[src/core/fepd_pkg.sv]
/*
  Constants for the flash erase parameter decoder: word layouts of the
  eighth, ninth and tenth parameter words and the erase time units.
  Assumes a 200 MHz host clock.
*/
// How it works
// - Word eight: type1 size/instr, type2 size/instr
// - Word nine: type3 size/instr, type4 size/instr
// - Size code N means 2^N byte granule
// - Size code zero marks erase type absent
// - Type4 time: units 31:30, count 29:25
// - Type3 time: units 24:23, count 22:18
// - Type2 time: units 17:16, count 15:11
// - Type1 time: units 10:9, count 8:4
// - Units 1/16/128/1000 ms; time=(count+1)*unit
// - Ignore time field when size is zero
// - Max time = 2*(mult+1)*typical time
// - One multiplier for all types and chip
// - Max time is the erase watchdog
// - Completion comes from polling busy
`default_nettype none
package fepd_pkg;
  localparam int unsigned FEPD_NTYPES = 4;
  localparam int unsigned FEPD_SLOT_W = 16;
  localparam int unsigned FEPD_SIZE_LSB = 0;
  localparam int unsigned FEPD_INSTR_LSB = 8;
  localparam int unsigned FEPD_TIME_LSB = 4;
  localparam int unsigned FEPD_TIME_W = 7;
  localparam int unsigned FEPD_CNT_W = 5;
  localparam int unsigned FEPD_MULT_LSB = 0;
  localparam int unsigned FEPD_MULT_W = 4;
  localparam int unsigned FEPD_MS_W = 16;
  localparam logic [15:0] FEPD_UNIT0_MS = 16'h0001;
  localparam logic [15:0] FEPD_UNIT1_MS = 16'h0010;
  localparam logic [15:0] FEPD_UNIT2_MS = 16'h0080;
  localparam logic [15:0] FEPD_UNIT3_MS = 16'h03e8;
  localparam int unsigned FEPD_CLK_MHZ = 200;
  localparam int unsigned FEPD_MS_NS = 1000000;
  localparam int unsigned FEPD_CLK_NS = 5;
  localparam int unsigned FEPD_MS_CYCLES = FEPD_MS_NS / FEPD_CLK_NS;
  localparam logic [7:0] FEPD_SIZE_NONE = 8'h00;
  localparam logic [7:0] FEPD_SIZE_4K = 8'h0c;
  localparam int unsigned FEPD_WD_W = 24;
  localparam logic [1:0] FEPD_SETTLE = 2'd3;
endpackage : fepd_pkg
`default_nettype wire

[src/core/fepd_decoder.sv]
/*
  Host-side erase parameter decoder with erase watchdog.
  Assumes the host loads the eighth, ninth and tenth parameter words after
  reading them from the flash, and reports the busy bit of each status poll.
*/
`timescale 1ns/1ps
`default_nettype none
module fepd_decoder #(
  parameter int unsigned ADDR_BITS = 32,
  parameter int unsigned MS_CYCLES = fepd_pkg::FEPD_MS_CYCLES
) (
  input wire logic clock_i,
  input wire logic rst_i,
  input wire logic load_i,
  input wire logic [31:0] word8_i,
  input wire logic [31:0] word9_i,
  input wire logic [31:0] word10_i,
  input wire logic [7:0] chip_typ_ms_i,
  input wire logic [1:0] sel_i,
  input wire logic start_i,
  input wire logic chip_i,
  input wire logic busy_i,
  output logic valid_o,
  output logic [3:0] present_o,
  output logic [31:0] instr_o,
  output logic [31:0] size_o,
  output logic [63:0] typ_ms_o,
  output logic [fepd_pkg::FEPD_WD_W-1:0] max_ms_o,
  output logic decode_err_o,
  output logic has_4k_o,
  output logic run_o,
  output logic done_o,
  output logic timeout_o,
  output logic refused_o
);
  import fepd_pkg::*;

  typedef enum logic [1:0] {FEPD_IDLE, FEPD_RUN} fepd_state_t;

  function automatic logic [15:0] fepd_typ(input logic [6:0] f);
    logic [15:0] unit;
    unit = FEPD_UNIT0_MS;
    case (f[6:5])
      2'b00: unit = FEPD_UNIT0_MS;
      2'b01: unit = FEPD_UNIT1_MS;
      2'b10: unit = FEPD_UNIT2_MS;
      default: unit = FEPD_UNIT3_MS;
    endcase
    fepd_typ = 16'((32'(f[4:0]) + 32'd1) * 32'(unit));
  endfunction : fepd_typ

  function automatic logic [FEPD_WD_W-1:0] fepd_max(input logic [15:0] t, input logic [3:0] m);
    fepd_max = FEPD_WD_W'(32'd2 * (32'(m) + 32'd1) * 32'(t));
  endfunction : fepd_max

  wire logic [63:0] slots = {word9_i, word8_i};
  logic [3:0] next_present;
  logic [31:0] next_instr;
  logic [31:0] next_size;
  logic [63:0] next_typ;
  logic next_err;
  logic next_4k;
  always_comb begin
    next_present = '0;
    next_instr = '0;
    next_size = '0;
    next_typ = '0;
    next_err = 1'b0;
    next_4k = 1'b0;
    for (int i = 0; i < FEPD_NTYPES; i++) begin
      next_size[i*8 +: 8] = slots[i*FEPD_SLOT_W + FEPD_SIZE_LSB +: 8];
      next_instr[i*8 +: 8] = slots[i*FEPD_SLOT_W + FEPD_INSTR_LSB +: 8];
      next_present[i] = next_size[i*8 +: 8] != FEPD_SIZE_NONE;
      if (next_present[i]) begin
        next_typ[i*16 +: 16] = fepd_typ(word10_i[FEPD_TIME_LSB + i*FEPD_TIME_W +: FEPD_TIME_W]);
      end
      if (next_present[i] && 32'(next_size[i*8 +: 8]) > ADDR_BITS) begin
        next_err = 1'b1;
      end
      if (next_size[i*8 +: 8] == FEPD_SIZE_4K) begin
        next_4k = 1'b1;
      end
    end
  end

  logic [3:0] mult;
  fepd_state_t state;
  logic [31:0] ms_div;
  logic [FEPD_WD_W-1:0] ms_left;
  logic busy_s1;
  logic busy_s2;
  logic busy_s3;
  logic busy_held;
  logic [1:0] settle;
  // A busy change counts only once the last two sync stages agree
  wire logic busy_ok = busy_s2 == busy_s3;
  wire logic busy_now = busy_ok ? busy_s3 : busy_held;
  wire logic settled = settle == 2'd0;
  wire logic ms_tick = ms_div == 32'(MS_CYCLES - 1);
  wire logic [15:0] sel_typ = typ_ms_o[sel_i*16 +: 16];
  wire logic [15:0] chip_typ = {8'h00, chip_typ_ms_i};
  wire logic [FEPD_WD_W-1:0] sel_max = fepd_max(chip_i ? chip_typ : sel_typ, mult);
  wire logic sel_ok = chip_i || present_o[sel_i];
  wire logic go = start_i && state == FEPD_IDLE && valid_o;

  // Decoded fields change only on a load and hold until the next one
  always_ff @(posedge clock_i) begin
    if (rst_i) begin
      valid_o <= 1'b0;
      present_o <= '0;
    end else if (load_i) begin
      valid_o <= 1'b1;
      present_o <= next_present;
    end
  end

  always_ff @(posedge clock_i) begin
    if (rst_i) begin
      instr_o <= '0;
      size_o <= '0;
    end else if (load_i) begin
      instr_o <= next_instr;
      size_o <= next_size;
    end
  end

  always_ff @(posedge clock_i) begin
    if (rst_i) begin
      typ_ms_o <= '0;
      mult <= '0;
    end else if (load_i) begin
      typ_ms_o <= next_typ;
      mult <= word10_i[FEPD_MULT_LSB +: FEPD_MULT_W];
    end
  end

  always_ff @(posedge clock_i) begin
    if (rst_i) begin
      decode_err_o <= 1'b0;
      has_4k_o <= 1'b0;
    end else if (load_i) begin
      decode_err_o <= next_err;
      has_4k_o <= next_4k;
    end
  end

  // Absent types read as zero so a caller never arms a blind watchdog
  always_ff @(posedge clock_i) begin
    if (rst_i) begin
      max_ms_o <= '0;
    end else begin
      max_ms_o <= sel_ok ? sel_max : '0;
    end
  end

  always_ff @(posedge clock_i) begin
    if (rst_i) begin
      busy_s1 <= 1'b0;
      busy_s2 <= 1'b0;
      busy_s3 <= 1'b0;
      busy_held <= 1'b0;
    end else begin
      busy_s1 <= busy_i;
      busy_s2 <= busy_s1;
      busy_s3 <= busy_s2;
      busy_held <= busy_now;
    end
  end

  always_ff @(posedge clock_i) begin
    if (rst_i) begin
      state <= FEPD_IDLE;
      ms_div <= '0;
      ms_left <= '0;
      settle <= '0;
      run_o <= 1'b0;
      done_o <= 1'b0;
      timeout_o <= 1'b0;
      refused_o <= 1'b0;
    end else begin
      done_o <= 1'b0;
      timeout_o <= 1'b0;
      refused_o <= 1'b0;
      case (state)
        FEPD_IDLE: begin
          if (go && sel_ok && sel_max != '0) begin
            state <= FEPD_RUN;
            run_o <= 1'b1;
            ms_div <= '0;
            ms_left <= sel_max;
            settle <= FEPD_SETTLE;
          end else if (start_i) begin
            refused_o <= 1'b1;
          end
        end
        FEPD_RUN: begin
          ms_div <= ms_tick ? '0 : ms_div + 32'd1;
          // Stale sync samples from before the erase must not end it
          if (!settled) begin
            settle <= settle - 2'd1;
          end
          if (start_i) begin
            refused_o <= 1'b1;
          end
          if (settled && !busy_now) begin
            state <= FEPD_IDLE;
            run_o <= 1'b0;
            done_o <= 1'b1;
          end else if (ms_tick && ms_left == FEPD_WD_W'(1)) begin
            state <= FEPD_IDLE;
            run_o <= 1'b0;
            timeout_o <= 1'b1;
          end else if (ms_tick) begin
            ms_left <= ms_left - FEPD_WD_W'(1);
          end
        end
        default: state <= FEPD_IDLE;
      endcase
    end
  end
endmodule : fepd_decoder
`default_nettype wire

[config.mk]
export PLATFORM = sky130hd
export DESIGN_NAME = fepd_decoder
export DESIGN_NICKNAME = d
export VERILOG_FILES = /design/src/core/fepd_pkg.sv /design/src/core/fepd_decoder.sv
export SDC_FILE = /design/constraint.sdc
export NUM_CORES = 1
export LEC_CHECK = 0
export BUFFER_PORTS_ARGS = -buffer_cell sky130_fd_sc_hd__buf_2
export CAP_MARGIN = 30
export CORE_ASPECT_RATIO = 1.2
export CORE_MARGIN = 10
export CORE_UTILIZATION = 47
export CTS_BUF_LIST = sky130_fd_sc_hd__clkbuf_8
export DETAILED_ROUTE_END_ITERATION = 6
export GPL_TIMING_DRIVEN = 1
export PLACE_DENSITY = 0.68
export SYNTH_ARGS = -nofsm -noshare
export SYNTH_HDL_FRONTEND = slang
export SYNTH_SLANG_ARGS = --single-unit
export TNS_END_PERCENT = 10
[constraint.sdc]
create_clock -name clock_i -period 9.44 [get_ports clock_i]
set_input_delay 2.36 -clock clock_i [delete_from_list [all_inputs] [get_ports clock_i]]
set_output_delay 2.36 -clock clock_i [all_outputs]
set_load 0.01 [all_outputs]
==> results.md, run 1 <==
- GR peak layer: met2
- Area Growth Syn to Fin: 15.1%
- Mapped Cells: about 2000
- Min Tclk post-route: 8.45 ns
- Period Utilization, post-route: 89.5%
- H-Tree Depth: 2
- Nets: 2610
- Via/cell ratio: 5.56
- DP Wirelength: 40.5 mm
- Top post-synthesis cells by count: nor2_1 (296), dfxtp_1 (226), inv_1 (211), ha_1 (142), fa_1 (130)
- EDFF count, synth: 0
- Top cell type by total area after synthesis: dfxtp_1
- Share of Yosys cell area claimed by the top area cell type: 26.0%
- Post-Syn Area: 17400 sq um
- Startpoint Class: primary input
- Inst Count DP: between 2000 and 3000
- Seq cells post-synth: 226
- Initial Util: a little under half
- Core Rows: 77
- Slew Viols, Final: 0
- Library cells used by synthesis: 80
- Global Route Usage Sum: a little over a fifth
- Crit Path Max Fanout: 27
- Final setup vio count: 0
- Non-Filler Instances: 2730
- Fmax: between 100 and 150 MHz
- GP Congestion: 0.931
- GR Overflow Total: 0
- Placed Area: 19100 sq um
- Met1 Track Usage GR: between 20 and 30%
- Critical path arrival: 8.90 ns
- Number of warning messages in the yosys log: 0
- M2 GR Usage: 35.5%
- Status: complete, no violations
- Die ar.: roughly 45000 sq um
- Die height: between 200 and 250 um
- Post-CTS sizing: 0
- Latest clock arrival within the worst-skew pair: 0.56 ns
- Final Cell Area: roughly 20000 sq um
- Wirelength, routed: 51.0 mm
- Most common cell in the netlist: nor2_1
- Postcts setup bufs: 0
- Root Buffer: clkbuf_8
- Fraction of registers with async set/reset: 0%
- Num CTS Buffers: 39
- Initial antenna violation count: 2
- IO Pins: 275
- Critical Path End Type: flop
- Skew final: 0.0349 ns
- Hold Path Class: flop to flop
- Via count: around 15000
- Core area: 36700 sq um
- Peak supply drop: between 80 and 90 uV
- Initial DRC count: 1035
- CTS tree: done
- Share of layout cells above drive strength 1: 18.7%
- Cell mode on critical path: fa_1
- Required @ worst endpoint: 9.89 ns
- Max stage delay cell, worst path: o221ai_4
- Setup CP Type: primary input to flop
- Largest net degree at the start of global routing: 99
- Chip width: 196 um
- Routed Antenna Nets: 0
- Avg WL per Cell: 18.7 um
- PwrDens: approximately 140 nW/um^2
- Max Cap Viol: 0
- Hold-fix buffers, CTS: 0
- Register area share after synthesis: 26.0%
- DRC: 0
- Unrepaired setup endpoints after global routing: no
- CP Buf/Inv Count: 4
- Critical Path Max Stage Delay: approximately 0.66 ns
- Synth area leaders: dfxtp_1 (26%), fa_1 (15%), ha_1 (10%)
- Slew @ Worst Pin: 0.982 ns
- Post-synthesis average cell area: 8.77 sq um
- Vias in the first global route: 15100
- PortBufs: around 270
- CP cell instances: buf_2 > buf_4 > mux4_2 > mux2i_1 > nor2_1 > fa_1 > fa_1 > inv_1 > fa_1 > inv_1 > ha_1 > o211ai_1 > o21ai_0 > a21oi_1 > o21ai_0 > and3b_1 > nand2_1 > or4_4 > o221ai_4 > nor4_1 > o31a_1
- Pleak: between 9 and 10 nW
- Reg clk slew, reported paths: 0.07 ns
- Final Hold Vio Count: 0
- Utilization after layout: 54.5%
- Max-slew headroom: 34.0%
- Pre-Repair DR Iteration Count: 5
- First-pass GRT wire length: 81.2 mm
- Synth Flop Type: dfxtp_1
- GR Util met3: under 10%
- Max Buffers Root-to-Sink: 3
- Sum Neg Setup Slack: 0 ns
- Clock Sinks: 226
- Top delay family on crit path: adder cells
metrics by stage:
stage               total power, mW  hold WS (ns)  setup slack, ns
finish                         2.82         0.449            0.987
global route                   2.98         0.478            0.556
CTS                            2.84         0.460             1.07
detailed placement             1.86         0.445            0.474
global placement               1.85         0.430            0.688
floorplan                      1.61         0.414            0.779
path summary, 6_finish.rpt:
| check | slack [ns] | to | cells after the start | from |
|---|---|---|---|---|
| min | 0.45 | busy_s2 | 1 | busy_s1 |
| max | 0.99 | ms_left[12] | 21 | sel_i[0] |
| min reg2reg | 0.45 | busy_s2 | 1 | busy_s1 |
| max reg2reg | 2.37 | ms_left[12] | 19 | mult[0] |
cell usage in the layout (no fill, tap or decap), types with 7 or more instances in the layout:
master / count
a211oi_1: 7
a21o_1: 12
a21oi_1: 97
a22o_1: 7
a22oi_1: 58
a311oi_1: 9
a31oi_1: 19
and2_1: 24
and3_1: 29
buf_2: 270
buf_4: 23
clkbuf_8: 48
clkinv_2: 7
dfxtp_1: 226
fa_1: 130
ha_1: 142
inv_1: 215
mux2i_1: 80
mux4_2: 17
nand2_1: 88
nand2b_1: 27
nand3_1: 39
nand4_1: 7
nor2_1: 296
nor2b_1: 9
nor3_1: 47
nor4_1: 19
o21ai_0: 52
o21bai_1: 20
or2_2: 30
or3_1: 19
or4_1: 10
xnor2_1: 50
xor2_1: 18
logic make-up after synthesis:
| family | Yosys count | share of synthesized area (%) |
|---|---|---|
| xor gates and xnor gates | 68 | 3.43 |
| adders and majority gates | 273 | 25.3 |
| buffers and inverters | 306 | 6.83 |
| AOI/OAI and AO/OA | 339 | 13.0 |
| DFF | 226 | 26.0 |
| muxes | 99 | 6.94 |
| and+or+nand+nor | 670 | 18.5 |
| other | 1 | 0.0216 |
flip-flops by register name, summed over array words and instances, names as in the netlist, 2 cells and up:
register	flops
instr_o	32
max_ms_o	21
ms_div	32
ms_left	24
mult	4
present_o	4
settle	2
size_o	32
typ_ms_o	64
power breakdown:
group | internal, mW | switching (mW) | total (mW)
clock network | 0.547 | 0.421 | 0.968
registers | 1.01 | 0.0549 | 1.06
logic | 0.319 | 0.466 | 0.786
total | 1.88 | 0.942 | 2.82
layout make-up:
type	count	area [sq um]
Timing Repair Buffer	295	1560
Multi-Input combinational cell	1452	11700
Sequential cell	226	4520
Tap cell	474	593
Clock buffer	48	661
Inverter	212	796
Antenna cell	3	7.51
Clock inverter	20	186
Fill cell	3390	16700
routing by layer:
metal / wire length (um) / vias to the layer above
met3: 3660 / 94
met4: 1370 / 0
met5: 0 / -
li1: - / 7258
met2: 24300 / 540
met1: 21700 / 7295
No activity file was read; power rests on OpenSTA's default activity.
==> inputs of run 2 (changes only) <==
--- a/config.mk
+++ b/config.mk
@@ -14,6 +14,7 @@
 export DETAILED_ROUTE_END_ITERATION = 6
 export GPL_TIMING_DRIVEN = 1
 export PLACE_DENSITY = 0.68
+export RECOVER_POWER = 100
 export SYNTH_ARGS = -nofsm -noshare
 export SYNTH_HDL_FRONTEND = slang
 export SYNTH_SLANG_ARGS = --single-unit
==> results.md, run 2 (synthesis results as in run 1) <==
- Pleak: 9.21 nW (-6.9%)
- Startpoint Class: primary input
- Via/cell ratio: 5.56 (about the same)
- Via count: 15200 (-0.072%)
- Num CTS Buffers: 39 (unchanged)
- First-pass GRT wire length: 81.2 mm (unchanged)
- Max-slew headroom: -186% (-220 points)
- Peak supply drop: 84.4 uV (+0.48%)
- Avg WL per Cell: 18.7 um (about the same)
- DRC: 0 (unchanged)
- Crit Path Max Fanout: 7 (-74%)
- Period Utilization, post-route: 93.0% (+3.4 points)
- Reg clk slew, reported paths: 0.06 ns (about the same)
- Die ar.: 45100 sq um (unchanged)
- IO Pins: 275 (unchanged)
- Sum Neg Setup Slack: 0 ns (unchanged)
- PortBufs: 271 (unchanged)
- Non-Filler Instances: 2730 (unchanged)
- Setup CP Type: primary input to flop
- Postcts setup bufs: 0 (unchanged)
- Critical path arrival: 9.00 ns (+0.10 ns)
- Post-CTS sizing: 0 (unchanged)
- Failing checks: max-capacitance violations, max-slew violations
- Reg with most FFs: typ_ms_o
- Global Route Usage Sum: 21.7% (unchanged)
- Unrepaired setup endpoints after global routing: no
- Core area: 36700 sq um (unchanged)
- Required @ worst endpoint: 9.67 ns (-0.22 ns)
- GR Overflow Total: 0 (unchanged)
- Inst Count DP: 2658 (unchanged)
- Vias in the first global route: 15100 (unchanged)
- Area of the multi-input gates: 11700 sq um (about the same)
- Hold-fix buffers, CTS: 0 (unchanged)
- CTS tree: done
- Routed Antenna Nets: 0 (unchanged)
- Max Cap Viol: 4 (+4)
- Area Growth Syn to Fin: 13.6%
- Setup slack, reg-to-reg: 2.09 ns (-0.28 ns)
- Root Buffer: clkbuf_8
- Initial antenna violation count: 2 (unchanged)
- Skew final: 0.0331 ns (-0.00180 ns)
- Slew Viols, Final: 253 (+253)
- DP Wirelength: 40.5 mm (unchanged)
- Hold Path Class: flop to flop
- Slew @ Worst Pin: 4.30 ns (+3.31 ns)
- Chip width: 196 um (unchanged)
- Final Hold Vio Count: 0 (unchanged)
- Wirelength, routed: 50.9 mm (about the same)
- Fmax: 114 MHz (-3.7%)
- Die height: 231 um (unchanged)
- Largest net degree at the start of global routing: 99 (unchanged)
- Final setup vio count: 0 (unchanged)
- Clock Sinks: 226 (unchanged)
- Status: finished, violations left
- Initial Util: 47.4% (unchanged)
- Min Tclk post-route: 8.78 ns (+0.324 ns)
- Latest clock arrival within the worst-skew pair: 0.56 ns (about the same)
- Initial DRC count: 984 (-4.9%)
- Register area: 4520 sq um (unchanged)
- Critical Path End Type: flop
- Max FFs per register: 64 (unchanged)
- Share of layout cells above drive strength 1: 11.1% (-7.6 points)
- Nets: 2610 (unchanged)
- Core Rows: 77 (unchanged)
- PwrDens: 142 nW/um^2 (+1.0%)
- H-Tree Depth: 2 (unchanged)
- Max Buffers Root-to-Sink: 3 (unchanged)
- Commonest cells after routing, fill and taps aside: nor2_1 (296), dfxtp_1 (226), inv_1 (215)
- GP Congestion: 0.931 (unchanged)
- Commonest non-fill, non-tap cell in the layout: nor2_1
- Pre-Repair DR Iteration Count: 6 (+1)
- # fillers: 3487 (+2.9%)
## run 2: layer usage
| layer | routed length (um) | vias to the layer above | global-route usage, % |
|---|---|---|---|
| li1 | - | 7265 | - |
| met1 | 21700 | 7308 | 27.9 |
| met2 | 24200 | 517 | 35.5 |
| met3 | 3670 | 86 | 4.74 |
| met4 | 1310 | 0 | 6.98 |
| met5 | 0 | - | 0 |
## run 2: layout make-up
class | instances | area share (%)
Multi-Input combinational cell | 1452 | 59.1
Sequential cell | 226 | 22.9
Timing Repair Buffer | 295 | 6.60
Inverter | 212 | 4.03
Clock buffer | 48 | 3.35
Tap cell | 474 | 3.00
Clock inverter | 20 | 0.944
Antenna cell | 3 | 0.0380
## run 2: path summary, 6_finish.rpt
kind	to	cells past startpoint	start
setup / recovery	ms_left[2]	21	sel_i[0]
setup reg to reg	ms_left[2]	20	mult[0]
hold reg to reg	busy_s2	1	busy_s1
hold / removal	busy_s2	1	busy_s1
## run 2: critical path: stages
cell and delay (ns):
buf_2 0.19, mux4_2 0.56, mux2i_1 0.42, nor2_1 0.14, fa_1 0.53, fa_1 0.55, inv_1 0.07, fa_1 0.53
inv_1 0.04, ha_1 0.34, and2_0 0.19, a221o_1 0.39, o2111ai_1 0.38, a21oi_1 0.12, o211ai_1 0.38, nand2_1 0.12
or4_1 0.61, o22ai_1 0.46, clkbuf_1 0.31, a2bb2oi_1 0.21, a21oi_1 0.09
## run 2: per-stage QoR
step	setup slack, ns	total power [mW]	utilization, %	hold WS [ns]	area (sq um)
after floorplan	0.779	1.61	-	0.414	17400
after global placement	0.688	1.85	52.1	0.430	19100
after detailed placement	0.474	1.86	52.1	0.445	19100
after CTS	1.07	2.84	54.4	0.460	20000
after global routing	0.288	2.97	53.8	0.478	19700
final	0.663	2.81	53.8	0.449	19700
## run 2: power breakdown
group | switching [mW] | internal [mW] | leakage (nW)
combinational | 0.465 | 0.307 | 6.91
clock | 0.422 | 0.547 | 0.452
sequential | 0.0568 | 1.01 | 1.85
total | 0.944 | 1.86 | 9.21
